### src/logic/sfl_defines.vh
`ifndef SFL_DEFINES_VH
`define SFL_DEFINES_VH
// Wishbone register byte offsets
`define SFL_REG_CTRL      8'h00
`define SFL_REG_STATUS    8'h04
`define SFL_REG_LEVEL     8'h08
`define SFL_REG_BOOT      8'h0C
`define SFL_REG_FRAME     8'h10
`define SFL_REG_ADDR      8'h14
// Security level encodings
`define SFL_LVL0          8'hFF
`define SFL_LVL1          8'hFE
`define SFL_LVL2          8'hFC
// Erase defaults
`define SFL_BSB_DEF       8'hFF
`define SFL_SBV_DEF       8'hFC
`define SFL_VEC_LOW       8'h00
// ASCII characters
`define SFL_CH_COLON      8'h3A
`define SFL_CH_U          8'h55
`define SFL_CH_P          8'h50
`define SFL_CH_L          8'h4C
`define SFL_CH_X          8'h58
`define SFL_CH_DOT        8'h2E
`define SFL_CH_CR         8'h0D
`define SFL_CH_LF         8'h0A
// Access classes carried in the frame's first data byte
`define SFL_CLS_MEM_WR    3'h0
`define SFL_CLS_MEM_RD    3'h1
`define SFL_CLS_CFG_WR    3'h2
`define SFL_CLS_CFG_RD    3'h3
`define SFL_CLS_LVL_WR    3'h4
`define SFL_CLS_BLK_ERASE 3'h5
`define SFL_CLS_CHIP_ERS  3'h6
`define SFL_CLS_INFO      3'h7
// UART framing
`define SFL_DATA_BITS     4'h8
`define SFL_STOP_BITS     4'h2
`endif

### src/logic/sfl_loader.v
// Operation
// - Sample strap pins at reset release
// - Straps force loader over all fuses
// - Jump fuse zero selects loader
// - Boot vector high byte, default none
// - Fetch pin selects internal or external
// - Serial: 8 data, no parity, 2 stop
// - Baud measured from incoming traffic
// - Colon starts every frame
// - Length, offset, type, data, checksum order
// - Offset is 16-bit data address
// - Bytes sent as two hex digits
// - Frame bytes sum to zero
// - Level byte defaults to no security
// - Level may only become stricter
// - Level 1 refuses writes, answers P
// - Level 2 refuses memory access, answers L
// - Level 1 allows reads; info always readable
// - Level 2 denies config; erase limits
// - Level 1 may write level 2 only
// - Only chip erase restores default level (here reset and the CTRL register erase also restore it)
// - Chip erase loads default bytes
// - Echo every received frame
// - Checksum error answers X CR LF
//
// Register access over Wishbone and the address map were decided locally.
`timescale 1ns/10ps
`include "sfl_defines.vh"
module sfl_loader #(
	parameter CNT_W = 20,
	parameter DEF_JUMP = 1'b0
) (
	// Clock and reset
	input  wire        clk_i,
	input  wire        rst_i,
	// Strap and boot pins
	input  wire        ext_fetch_sel_pin_i,
	input  wire        prog_strobe_pin_n_i,
	input  wire        loader_jump_fuse_i,
	// Serial link
	input  wire        rxd_i,
	output reg         txd_o,
	// Boot decision
	output reg         run_loader_o,
	output reg         fetch_external_o,
	output reg  [15:0] entry_addr_o,
	// Frame hand-off to flash engine
	output reg         frame_ok_o,
	output reg  [7:0]  frame_type_o,
	output reg  [15:0] frame_offset_o,
	output reg  [7:0]  frame_cmd_o,
	output reg  [7:0]  frame_arg_o,
	// Wishbone slave
	input  wire        wb_cyc_i,
	input  wire        wb_stb_i,
	input  wire        wb_we_i,
	input  wire [7:0]  wb_adr_i,
	input  wire [3:0]  wb_sel_i,
	input  wire [31:0] wb_dat_i,
	output reg  [31:0] wb_dat_o,
	output reg         wb_ack_o
);
	// Pin synchronisers
	reg [1:0] rx_s_r, ea_s_r, ps_s_r;
	reg rst_d_r;
	always @(posedge clk_i)
	begin
		rx_s_r  <= {rx_s_r[0], rxd_i};
		ea_s_r  <= {ea_s_r[0], ext_fetch_sel_pin_i};
		ps_s_r  <= {ps_s_r[0], prog_strobe_pin_n_i};
		rst_d_r <= rst_i;
	end
	wire rx = rx_s_r[1];

	// Persistent bytes and boot state
	reg [7:0] level_r, bsb_r, sbv_r;
	reg       forced_r;
	// Straps caught once at the reset release; later pin changes are ignored
	always @(posedge clk_i)
	begin
		if (rst_i)
			forced_r <= 1'b0;
		else if (rst_d_r)
			forced_r <= ea_s_r[1] & ~ps_s_r[1];
	end
	// Boot decision, refreshed every cycle from the latched strap, the jump fuse, the live fetch pin and sbv_r
	always @(posedge clk_i)
	begin
		if (rst_i)
		begin
			run_loader_o     <= 1'b1;
			fetch_external_o <= 1'b0;
			entry_addr_o     <= 16'h0000;
		end
		else
		begin
			fetch_external_o <= ~ea_s_r[1];
			if (forced_r)
				run_loader_o <= 1'b1;
			else
				run_loader_o <= ~loader_jump_fuse_i;
			if (sbv_r != `SFL_SBV_DEF)
				entry_addr_o <= {sbv_r, `SFL_VEC_LOW};
			else
				entry_addr_o <= 16'h0000;
		end
	end

	// Autobaud: time the first low bit of the opening U
	reg [CNT_W-1:0] bit_len_r, cnt_r;
	reg [1:0]       ab_st_r;
	reg             baud_ok_r;
	always @(posedge clk_i)
	begin
		if (rst_i)
		begin
			ab_st_r <= 2'h0; bit_len_r <= {CNT_W{1'b0}}; baud_ok_r <= 1'b0;
		end
		else if (!baud_ok_r)
		begin
			case (ab_st_r)
			2'h0: if (!rx) begin ab_st_r <= 2'h1; bit_len_r <= {CNT_W{1'b0}}; end
			2'h1: if (!rx) bit_len_r <= bit_len_r + 1'b1;
			      else begin ab_st_r <= 2'h2; end
			2'h2: begin baud_ok_r <= 1'b1; ab_st_r <= 2'h3; end
			default: ab_st_r <= 2'h3;
			endcase
		end
	end
	// Receiver; the tail of the opening U may give a stray char, dropped outside a frame
	reg [3:0] rx_bit_r;
	reg [7:0] rx_sh_r;
	reg       rx_busy_r, rx_vld_r;
	always @(posedge clk_i)
	begin
		rx_vld_r <= 1'b0;
		if (rst_i || !baud_ok_r)
		begin
			rx_busy_r <= 1'b0; cnt_r <= {CNT_W{1'b0}}; rx_bit_r <= 4'h0; rx_sh_r <= 8'h00;
		end
		else if (!rx_busy_r)
		begin
			if (!rx)
			begin
				rx_busy_r <= 1'b1; cnt_r <= bit_len_r >> 1; rx_bit_r <= 4'h0;
			end
		end
		else if (cnt_r != {CNT_W{1'b0}})
			cnt_r <= cnt_r - 1'b1;
		else
		begin
			cnt_r <= bit_len_r;
			rx_bit_r <= rx_bit_r + 4'h1;
			if (rx_bit_r >= 4'h1 && rx_bit_r <= `SFL_DATA_BITS)
				rx_sh_r <= {rx, rx_sh_r[7:1]};
			if (rx_bit_r == `SFL_DATA_BITS + 4'h1)
			begin
				rx_busy_r <= 1'b0; rx_vld_r <= rx;
			end
		end
	end

	// Hex digit value
	wire [7:0] c = rx_sh_r;
	wire is_dig = (c >= 8'h30 && c <= 8'h39);
	wire is_hex = (c >= 8'h41 && c <= 8'h46);
	wire [3:0] nib = is_dig ? c[3:0] : c[3:0] + 4'h9;

	// Echo queue: every received char goes out first
	reg [7:0] echo_r;
	reg       echo_pend_r;
	// Answer sequence: up to three chars after the frame
	reg [23:0] ans_r;
	reg [1:0]  ans_n_r;
	reg        ans_go_r;

	// Frame parser
	reg [2:0]  fst_r;
	reg        hi_r;
	reg [3:0]  hnib_r;
	reg [7:0]  len_r, sum_r, left_r;
	reg [1:0]  hdr_r;
	reg [15:0] off_r;
	reg [7:0]  typ_r, d0_r, d1_r;
	reg [7:0]  dcnt_r;
	localparam F_IDLE = 3'h0, F_HDR = 3'h1, F_DATA = 3'h2, F_CSUM = 3'h3, F_EXEC = 3'h4;
	wire [7:0] byte_v = {hnib_r, nib};
	reg        erase_req_r;
	reg [7:0]  status_r;
	reg        sw_erase_r;

	// Result of permission check
	reg [7:0] resp;
	always @*
	begin
		resp = `SFL_CH_DOT;
		case (d0_r[2:0])
		`SFL_CLS_MEM_WR, `SFL_CLS_CFG_WR:
			if (level_r == `SFL_LVL2) resp = `SFL_CH_L;
			else if (level_r == `SFL_LVL1) resp = `SFL_CH_P;
		`SFL_CLS_MEM_RD, `SFL_CLS_CFG_RD:
			if (level_r == `SFL_LVL2) resp = `SFL_CH_L;
		`SFL_CLS_LVL_WR:
			if (level_r == `SFL_LVL2) resp = `SFL_CH_L;
			else if (level_r == `SFL_LVL1 && d1_r != `SFL_LVL2) resp = `SFL_CH_P;
		`SFL_CLS_BLK_ERASE:
			if (level_r == `SFL_LVL2) resp = `SFL_CH_L;
			else if (level_r == `SFL_LVL1) resp = `SFL_CH_P;
		default: resp = `SFL_CH_DOT; // Chip erase, info: any level
		endcase
	end

	always @(posedge clk_i)
	begin
		ans_go_r   <= 1'b0;
		frame_ok_o <= 1'b0;
		erase_req_r <= 1'b0;
		if (rst_i)
		begin
			fst_r <= F_IDLE; hi_r <= 1'b1; hnib_r <= 4'h0; sum_r <= 8'h00;
			len_r <= 8'h00; hdr_r <= 2'h0; off_r <= 16'h0000; typ_r <= 8'h00;
			d0_r <= 8'h00; d1_r <= 8'h00; dcnt_r <= 8'h00; left_r <= 8'h00;
			ans_r <= 24'h00_0000;
			frame_type_o <= 8'h00; frame_offset_o <= 16'h0000;
			frame_cmd_o <= 8'h00; frame_arg_o <= 8'h00; status_r <= 8'h00;
		end
		else if (rx_vld_r)
		begin
			if (c == `SFL_CH_COLON)
			begin
				fst_r <= F_HDR; hi_r <= 1'b1; sum_r <= 8'h00; hdr_r <= 2'h0;
				dcnt_r <= 8'h00;
			end
			else if (fst_r == F_IDLE || fst_r == F_EXEC)
				fst_r <= fst_r;
			else if (!(is_dig || is_hex))
				fst_r <= F_IDLE;
			else if (hi_r)
			begin
				hnib_r <= nib; hi_r <= 1'b0;
			end
			else
			begin
				hi_r  <= 1'b1;
				sum_r <= sum_r + byte_v;
				case (fst_r)
				F_HDR:
				begin
					hdr_r <= hdr_r + 2'h1;
					case (hdr_r)
					2'h0: len_r <= byte_v;
					2'h1: off_r[15:8] <= byte_v;
					2'h2: off_r[7:0] <= byte_v;
					default:
					begin
						typ_r <= byte_v; left_r <= len_r;
						fst_r <= (len_r == 8'h00) ? F_CSUM : F_DATA;
					end
					endcase
				end
				F_DATA:
				begin
					if (dcnt_r == 8'h00) d0_r <= byte_v;
					if (dcnt_r == 8'h01) d1_r <= byte_v;
					dcnt_r <= dcnt_r + 8'h01;
					left_r <= left_r - 8'h01;
					if (left_r == 8'h01) fst_r <= F_CSUM;
				end
				default: // Checksum byte closes the frame
				begin
					fst_r <= F_EXEC;
					ans_go_r <= 1'b1;
					if (sum_r + byte_v != 8'h00)
						ans_r <= {`SFL_CH_X, `SFL_CH_CR, `SFL_CH_LF};
					else
					begin
						ans_r <= {resp, `SFL_CH_CR, `SFL_CH_LF};
						status_r <= resp;
						if (resp == `SFL_CH_DOT)
						begin
							frame_ok_o <= 1'b1;
							frame_type_o <= typ_r; frame_offset_o <= off_r;
							frame_cmd_o <= d0_r; frame_arg_o <= d1_r;
							erase_req_r <= (d0_r[2:0] == `SFL_CLS_CHIP_ERS);
						end
					end
				end
				endcase
			end
		end
	end
	// Stricter-only check uses the bit pattern: new level clears bits only
	wire lvl_wr_ok = frame_ok_o && (frame_cmd_o[2:0] == `SFL_CLS_LVL_WR) &&
		((frame_arg_o & level_r) == frame_arg_o) && (frame_arg_o != level_r) &&
		(frame_arg_o == `SFL_LVL1 || frame_arg_o == `SFL_LVL2);
	wire cfg_wr = frame_ok_o && (frame_cmd_o[2:0] == `SFL_CLS_CFG_WR);
	// Persistent bytes; reset, software or serial erase restores defaults
	always @(posedge clk_i)
	begin
		if (rst_i || erase_req_r || sw_erase_r)
		begin
			level_r <= `SFL_LVL0; bsb_r <= `SFL_BSB_DEF; sbv_r <= `SFL_SBV_DEF;
		end
		else if (lvl_wr_ok)
			level_r <= frame_arg_o;
		else if (cfg_wr && frame_offset_o[0])
			sbv_r <= frame_arg_o;
		else if (cfg_wr)
			bsb_r <= frame_arg_o;
	end

	// Transmitter: echo wins; start bit at load, the last shift ends the second stop bit
	reg [10:0]      tx_sh_r;
	reg [3:0]       tx_n_r;
	reg [CNT_W-1:0] tx_cnt_r;
	wire ans_load = (tx_n_r == 4'h0) && !echo_pend_r && !ans_go_r && (ans_n_r != 2'h0);
	wire [7:0] ans_ch = ans_r[{ans_n_r - 2'h1, 3'h0} +: 8]; // Oldest answer char first
	always @(posedge clk_i)
	begin
		if (rst_i)
		begin
			txd_o <= 1'b1; tx_sh_r <= 11'h7FF; tx_n_r <= 4'h0; tx_cnt_r <= {CNT_W{1'b0}};
			echo_pend_r <= 1'b0; echo_r <= 8'h00;
		end
		else
		begin
			if (rx_vld_r)
			begin
				echo_pend_r <= 1'b1; echo_r <= c;
			end
			if (tx_n_r != 4'h0)
			begin
				if (tx_cnt_r != {CNT_W{1'b0}})
					tx_cnt_r <= tx_cnt_r - 1'b1;
				else
				begin
					tx_cnt_r <= bit_len_r;
					txd_o <= tx_sh_r[0];
					tx_sh_r <= {1'b1, tx_sh_r[10:1]};
					tx_n_r <= tx_n_r - 4'h1;
				end
			end
			else if (echo_pend_r && !rx_vld_r)
			begin
				echo_pend_r <= 1'b0;
				tx_sh_r <= {3'b111, echo_r}; txd_o <= 1'b0;
				tx_n_r <= 4'hB; tx_cnt_r <= bit_len_r;
			end
			else if (ans_load)
			begin
				tx_sh_r <= {3'b111, ans_ch}; txd_o <= 1'b0;
				tx_n_r <= 4'hB; tx_cnt_r <= bit_len_r;
			end
		end
	end
	// Answer queue counts down as each char is loaded
	always @(posedge clk_i)
	begin
		if (rst_i)
			ans_n_r <= 2'h0;
		else if (ans_go_r)
			ans_n_r <= 2'h3;
		else if (ans_load)
			ans_n_r <= ans_n_r - 2'h1;
	end

	// Wishbone slave, one wait cycle then ack
	wire wb_req = wb_cyc_i & wb_stb_i & ~wb_ack_o;
	always @(posedge clk_i)
	begin
		sw_erase_r <= 1'b0;
		if (rst_i)
		begin
			wb_ack_o <= 1'b0; wb_dat_o <= 32'h0000_0000;
		end
		else
		begin
			wb_ack_o <= wb_req;
			if (wb_req)
			begin
				case (wb_adr_i)
				`SFL_REG_CTRL:
				begin
					wb_dat_o <= 32'h0000_0000;
					if (wb_we_i && wb_sel_i[0] && wb_dat_i[0]) sw_erase_r <= 1'b1;
				end
				`SFL_REG_STATUS: wb_dat_o <= {20'h0_0000, baud_ok_r, forced_r,
					run_loader_o, fetch_external_o, status_r};
				`SFL_REG_LEVEL: wb_dat_o <= {24'h00_0000, level_r};
				`SFL_REG_BOOT:  wb_dat_o <= {16'h0000, sbv_r, bsb_r};
				`SFL_REG_FRAME: wb_dat_o <= {frame_type_o, frame_cmd_o, frame_arg_o, 8'h00};
				`SFL_REG_ADDR:  wb_dat_o <= {16'h0000, frame_offset_o};
				default: wb_dat_o <= 32'h0000_0000;
				endcase
			end
		end
	end
endmodule // sfl_loader

### config.mk
export PLATFORM = sky130hd
export DESIGN_NAME = sfl_loader
export DESIGN_NICKNAME = d
export VERILOG_FILES = /design/src/logic/sfl_loader.v
export VERILOG_INCLUDE_DIRS = /design/src /design/src/logic
export SDC_FILE = /design/constraint.sdc
export NUM_CORES = 1
export LEC_CHECK = 0
export ABC_AREA = 1
export ABC_CLOCK_PERIOD_IN_PS = 4900
export BUFFER_PORTS_ARGS = -buffer_cell sky130_fd_sc_hd__clkbuf_2
export CAP_MARGIN = 20
export CORE_ASPECT_RATIO = 1.1
export CORE_MARGIN = 2
export CORE_UTILIZATION = 35
export CTS_BUF_LIST = sky130_fd_sc_hd__clkbuf_4
export CTS_CLUSTER_SIZE = 12
export DETAILED_ROUTE_END_ITERATION = 10
export SLEW_MARGIN = 5
export SYNTH_ARGS = -nofsm -noshare
export SYNTH_HDL_FRONTEND = slang
export SYNTH_SLANG_ARGS = --single-unit
### constraint.sdc
create_clock -name clk_i -period 4.9 [get_ports clk_i]
set_input_delay 0.98 -clock clk_i [delete_from_list [all_inputs] [get_ports clk_i]]
set_output_delay 0.98 -clock clk_i [all_outputs]
set_load 0.01 [all_outputs]
======== Yosys cells after proc, flatten, opt, wreduce, memory -nomap -nowiden ========
Cells that the tools add are included.
cells by class
  add/sub/neg operators ................... 11
  $lt $le $gt $ge ......................... 6
  equal/unequal tests ..................... 45
  shift operators ......................... 1
  mux-type cells .......................... 79
  bitwise logic cells ..................... 26
  reductions and logical operators ........ 80
operators by type and width
  operator               number
  $mux 20                9
  $pmux 32 s5            1
  $mux 8                 11
  $reduce_and 7->1       8
  $mux 11                4
  $pmux 20 s2            1
  $reduce_bool 20->1     2
  $sub 20x1->20 const B  2
  $eq 8x8->1 const B     4
  $mux 4                 8
  $mux 7                 4
  $logic_not 8->1        3
  $mux 24                1
  $pmux 8 s3             1
  $shiftx 24x6->8        1
  $not 1->1              22
  $mux 1                 21
  $add 20x1->20 const B  1
  $reduce_and 5->1       4
  $mux 2                 9
  $mux 3                 6
  $eq 8x1->1 const B     2
  $eq 8x4->1 const B     2
  $eq 8x5->1 const B     2
  55 further kinds       119
storage, ports and cells
  flip-flop bits (word level) ............. 345
  input bits .............................. 53
  output and inout port bits .............. 93
  logic and storage cells ................. 300

======== Depth between registers and ports, before layout ========
  word-level depth ........................ 8
  gate-level depth with buffers ........... 23
  gate-level depth less buffers ........... 22

======== Worst setup path before layout ========
Ideal clock, no wire load.
  kind .................................... register -> register
  start ................................... register rx_sh_r[0] (netlist: c[0])
  end ..................................... register frame_arg_o[0]
  library setup time ...................... 0.113 ns
  data arrival time ....................... 3.144 ns
  required time ........................... 4.787 ns
  path slack .............................. 1.643 ns
  stages on the path, launching flop included .. 23
  buffers on the path ..................... 1
  clock period less this slack ............ 3.257 ns
  cell sequence ........................... dfxtp_1 > inv_1 > ha_1 > nand2_1 > nand3_1 > nand2_2 > xor2_1 > ha_1 > inv_1 > fa_1 > inv_1 > nand2_1 > nand2_1 > nand2_1 > nand2_1 > nand2_1 > nor2_1 > nand2_1 > nor2_8 > nand3_4 > buf_2 > nor2_1 > nor2_1
on the way
  cells in the longest elaborated chain, start to end .. 7
  elaborated cells on any way between the ends .. 15
  those cells by class .................... add/sub (2); order compare (4); eq/ne (1); mux (1); bitwise (2); reduce/logical (5)
RTL lines
  element                                   line              text
  start: declaration                        sfl_loader.v:132  reg [7:0] rx_sh_r;
  start signal: assignment                  sfl_loader.v:155  rx_sh_r <= {rx, rx_sh_r[7:1]};
  $ge 8x6->1 or $le 8x6->1 (tied branches)  sfl_loader.v:165  wire is_dig = (c >= 8'h30 && c <= 8'h39);
  $logic_and 1x1->1                         sfl_loader.v:165
  $mux 4 (*)                                sfl_loader.v:167  wire [3:0] nib = is_dig ? c[3:0] : c[3:0] + 4'h9;
  via nib[0]                                sfl_loader.v:167
  $add 8x8->8 (*)                           sfl_loader.v:273  if (sum_r + byte_v != 8'h00)
  $reduce_bool 8->1 (*)                     sfl_loader.v:273
  $not 1->1 (no source line) (*)            n/a
  $reduce_and 8->1 (no source line) (*)     n/a
  end signal: assignment                    sfl_loader.v:283  frame_cmd_o <= d0_r; frame_arg_o <= d1_r;
  end: declaration                          sfl_loader.v:52   output reg [7:0] frame_arg_o,
The timed path passes the listed nets; every way through them passes the cells marked *.
A chain may end at the register's enable or synchronous reset.

======== Worst setup path after layout ========
  start ................................... register rx_sh_r[1] (netlist: c[1])
  end ..................................... register frame_type_o[2]
on the way
  cells in the longest elaborated chain, start to end .. 7
  elaborated cells on any way between the ends .. 15
  those cells by class .................... add/sub (2); order compare (4); eq/ne (1); mux (1); bitwise (2); reduce/logical (5)
RTL lines
  element                                   line              text
  $ge 8x6->1 or $le 8x6->1 (tied branches)  sfl_loader.v:165
  $logic_and 1x1->1 (*)                     sfl_loader.v:165
  $mux 4 (*)                                sfl_loader.v:167
  via nib[0]                                sfl_loader.v:167
  $add 8x8->8 (*)                           sfl_loader.v:273
  $reduce_bool 8->1 (*)                     sfl_loader.v:273
  $not 1->1 (no source line) (*)            n/a
  $reduce_and 8->1 (no source line) (*)     n/a
  end signal: assignment                    sfl_loader.v:282  frame_type_o <= typ_r; frame_offset_o <= off_r;
  end: declaration                          sfl_loader.v:49   output reg [7:0] frame_type_o,
Marked as above.

==> impl_results.md <==
* Post-Synth Simple-Gate Area at 25.9%
* Seq pwr share at 42.0%
* Setup ws final at 0.921 ns
* DR iter-0 viols at 943
* # clock sinks at 312
* Adder-cell area share of the yosys netlist at 3.42%
* Synth Register Bits at 312
* CP endpoint kind: flip-flop
* PostCTS Resize Cnt at 0
* Worst ir drop on vdd at 0.219 mV
* Final Hold Fails at 0
* Slew headroom at 33.5%
* Switching power total at 2.12 mW
* Max Slew Vio Count at 0
* Port Buffers at 103
* Post-place setup slack at 0.979 ns
* Clock-pin slew on the worst setup and hold paths at 0.06 ns
* CTS Buf Count at 87
* Hpwl dp at 28.3 mm
* Skew final at 0.0674 ns
* DRC viols at 0
* Antenna viol nets, final at 0
* Pwr dens at 389 nW/um^2
* FMAX at 0.251 GHz
* Mapped cell area at 14,900 um^2
* Clk pwr share at 37.8%
* Maxcap violations at 0
* Fin crit share at 81.2%
* Via density per instance at 4.88
* Fraction of power spent switching nets at 31.9%
* RSZ-0062 raised after global routing: no
* Area leader, netlist: dfxtp_1
* Syn_area_per_cell at 6.98 um^2
* Comb power frac at 20.2%
* First-pass GRT wire length at 66.4 mm
* Buf/Inv on CP at 4
* CTS root buf: clkbuf_4
* Synth Area in Compound Gates at 17.3%
* Final Critical Period at 3.98 ns
* Max stage delay on crit path at 0.40 ns
* Die height at 220 um
* DRT Pass-1 Iters at 6
* Cts hold-fix bufs at 0
* Seq/Total Area, Yosys at 42.0%
* Via count at 14,100
* FILL cells at 4,477
* Design internal power at 4.52 mW
* CP max-delay cell: dfxtp_1
* Most common cell after layout, fill and taps aside: nand2_1
* Leak Pwr at 7.73 nW
* Post-Synth XOR/XNOR Area at 1.47%
* Initial antenna violation count at 1
* Syn Inst Count at 2,130
* Wirelength, routed at 40.5 mm
* Die area at 44,100 um^2
* Total negative slack at 0 ns
* Die Wd at 200 um
* Yosys Warn Count at 0
* Status: finished, final reports clean
* CTS tree: yes
* Boundary pin count at 146
* Postcts setup bufs at 0
* Synth-to-Final Area Change at 14.6%
* Core box area at 42,100 um^2
* Top-area cell type share of the netlist area at 42.0%
* Rows at 79
* Crit-path cells: inv_1, ha_1, nand2_1, nand3_1, nand2_2, xor2_1, ha_1, inv_1, fa_1, inv_1, nand2_1, nand2_1, nand3_1, nand2_1, nand2_1, nand2_1, nand2_2, nor2_8, nand3_4, buf_4, nand2_1, nand2_1, nor2_1
* Aggregate global-route resource usage at 18.2%
* RePlAce Congestion at 0.888
* Drt wl/cell at 14.0 um
* Worst endpoint required time at 5.60 ns
* Clock insertion delay at the later pin of the skew report at 0.79 ns
* Commonest cells after routing, fill and taps aside: nand2_1 (436), dfxtp_1 (312), nor2_1 (271)
* Largest net degree at the start of global routing at 86
* Share of layout cells above drive strength 1 at 12.8%
* Synth area leaders: dfxtp_1 (42%), nand2_1 (11%), a21oi_1 (7.0%)
* Most frequent CP cell: nand2_1
* Multiplexer share of the synthesized area at 0.0674%
* Main combinational cell family by area after synthesis: simple AND/OR/NAND/NOR gates
* H-tree levels at 3
* Family with the most delay on the worst path: simple AND/OR/NAND/NOR gates
* Sequential cell area at 6250 um^2
* Worst-Margin Slew at 0.997 ns
* Nets at 2,357
* Critical path launch point type: flip-flop
* Worst hold path class: input port to flip-flop
* Final setup vio count at 0
* WS Path Type: flip-flop to flip-flop
* Netlist cell types at 51
* Crit path arrival time at 4.68 ns
* Initial cell density of the core at 35.3%
* Clk buf depth at 3
* Critical Path Fanout Max at 35
* Area of the multi-input gates at 7190 um^2
* Vias in the first global route at 13,500
* GRT overflow at 0
## final timing paths
| kind | depth (start not counted) | to | from | slack [ns] |
|---|---|---|---|---|
| min reg2reg | 0 | rx_s_r[1] | rx_s_r[0] | 0.33 |
| max reg2reg | 23 | frame_type_o[2] | c[1] | 0.92 |
| max | 23 | frame_type_o[2] | c[1] | 0.92 |
| min | 1 | rx_s_r[0] | rxd_i | 0.32 |
## cells by family after synthesis
logic type / count (synthesis)
AND/OR/NAND/NOR: 908
AO/OA/AOI/OAI: 480
flip-flops: 312
multiplexers: 1
XOR/XNOR: 25
other: 1
adder cells (fa/ha/maj): 40
buffers and inverters: 363
## cell usage after synthesis (all sizes together)
cell / number
xor2: 19
o2111ai: 9
o221ai: 2
buf: 41
ha: 39
a221oi: 1
o21ai: 201
nand3b: 4
a211oi: 7
xnor2: 6
a21o: 1
or2: 2
o22ai: 14
clkbuf: 42
a21oi: 209
fa: 1
clkinv: 9
nand3: 101
o31ai: 2
o21a: 1
a31oi: 14
mux2i: 1
nor2: 279
conb: 1
nand2: 448
o211ai: 16
nand4: 23
nor3: 43
inv: 271
a21boi: 1
nor4: 8
dfxtp: 312
a22oi: 1
o211a: 1
## power groups by stage
stage | registers, mW | clock network [mW] | logic, mW
4_1_cts | 2.78 | 2.59 | 1.34
2_1_floorplan | 2.82 | 0 | 1.05
5_1_grt | 2.80 | 2.73 | 1.56
6_report | 2.79 | 2.51 | 1.34
3_3_place_gp | 2.83 | 0 | 1.31
3_5_place_dp | 2.84 | 0 | 1.34
## state kept, by name, summed over array words and instances, names as in the netlist, 6 cells and up
register and flops:
c 8, echo_r 8, d0_r 8, tx_cnt_r 20, sbv_r 8, tx_sh_r 8
frame_type_o 8, wb_dat_o 32, left_r 8, sum_r 8, ans_r 6, bit_len_r 20
level_r 8, off_r 16, frame_offset_o 16, cnt_r 20, d1_r 8, entry_addr_o 8
typ_r 8, len_r 8, dcnt_r 8, frame_arg_o 8, frame_cmd_o 8, bsb_r 8
## final cells by class
type	instances	share of cell area (%)
Multi-Input combinational cell	1462	42.2
Sequential cell	312	36.7
Inverter	280	6.19
Clock buffer	129	5.69
Tap cell	567	4.17
Timing Repair Buffer	121	3.89
Clock inverter	20	1.15
Antenna cell	1	0.0147
## worst register-to-register path: stages, from the launching register on
cell and delay [ns]:
dfxtp_1 0.40, inv_1 0.15, ha_1 0.22, nand2_1 0.08, nand3_1 0.10, nand2_2 0.16
xor2_1 0.28, ha_1 0.25, inv_1 0.06, fa_1 0.38, inv_1 0.09, nand2_1 0.05
nand2_1 0.11, nand3_1 0.12, nand2_1 0.08, nand2_1 0.06, nand2_1 0.07, nand2_2 0.08
nor2_8 0.20, nand3_4 0.38, buf_4 0.36, nand2_1 0.08, nand2_1 0.05, nor2_1 0.10
## layer usage
metal | GRT usage (%) | wire length, um | up-vias
met5 | 0 | 0 | -
met2 | 31.4 | 19000 | 343
li1 | - | - | 7236
met3 | 3.58 | 2100 | 66
met1 | 22.5 | 18500 | 6460
met4 | 7.38 | 919 | 0
## through the flow
| stage | instance area [um^2] | utilization [%] | total power [mW] | hold slack [ns] | instances |
|---|---|---|---|---|---|
| 6_report | 17000 | 40.4 | 6.63 | 0.315 | 2892 |
| 5_1_grt | 17000 | 40.4 | 7.10 | 0.261 | 2892 |
| 4_1_cts | 17000 | 40.4 | 6.71 | 0.239 | 2891 |
| 3_5_place_dp | 15900 | 37.7 | 4.17 | 0.313 | 2742 |
| 3_3_place_gp | 15900 | 37.7 | 4.14 | 0.314 | 2742 |
| 2_1_floorplan | 14900 | - | 3.87 | 0.310 | 2137 |
(Power assumes the default switching activity.)
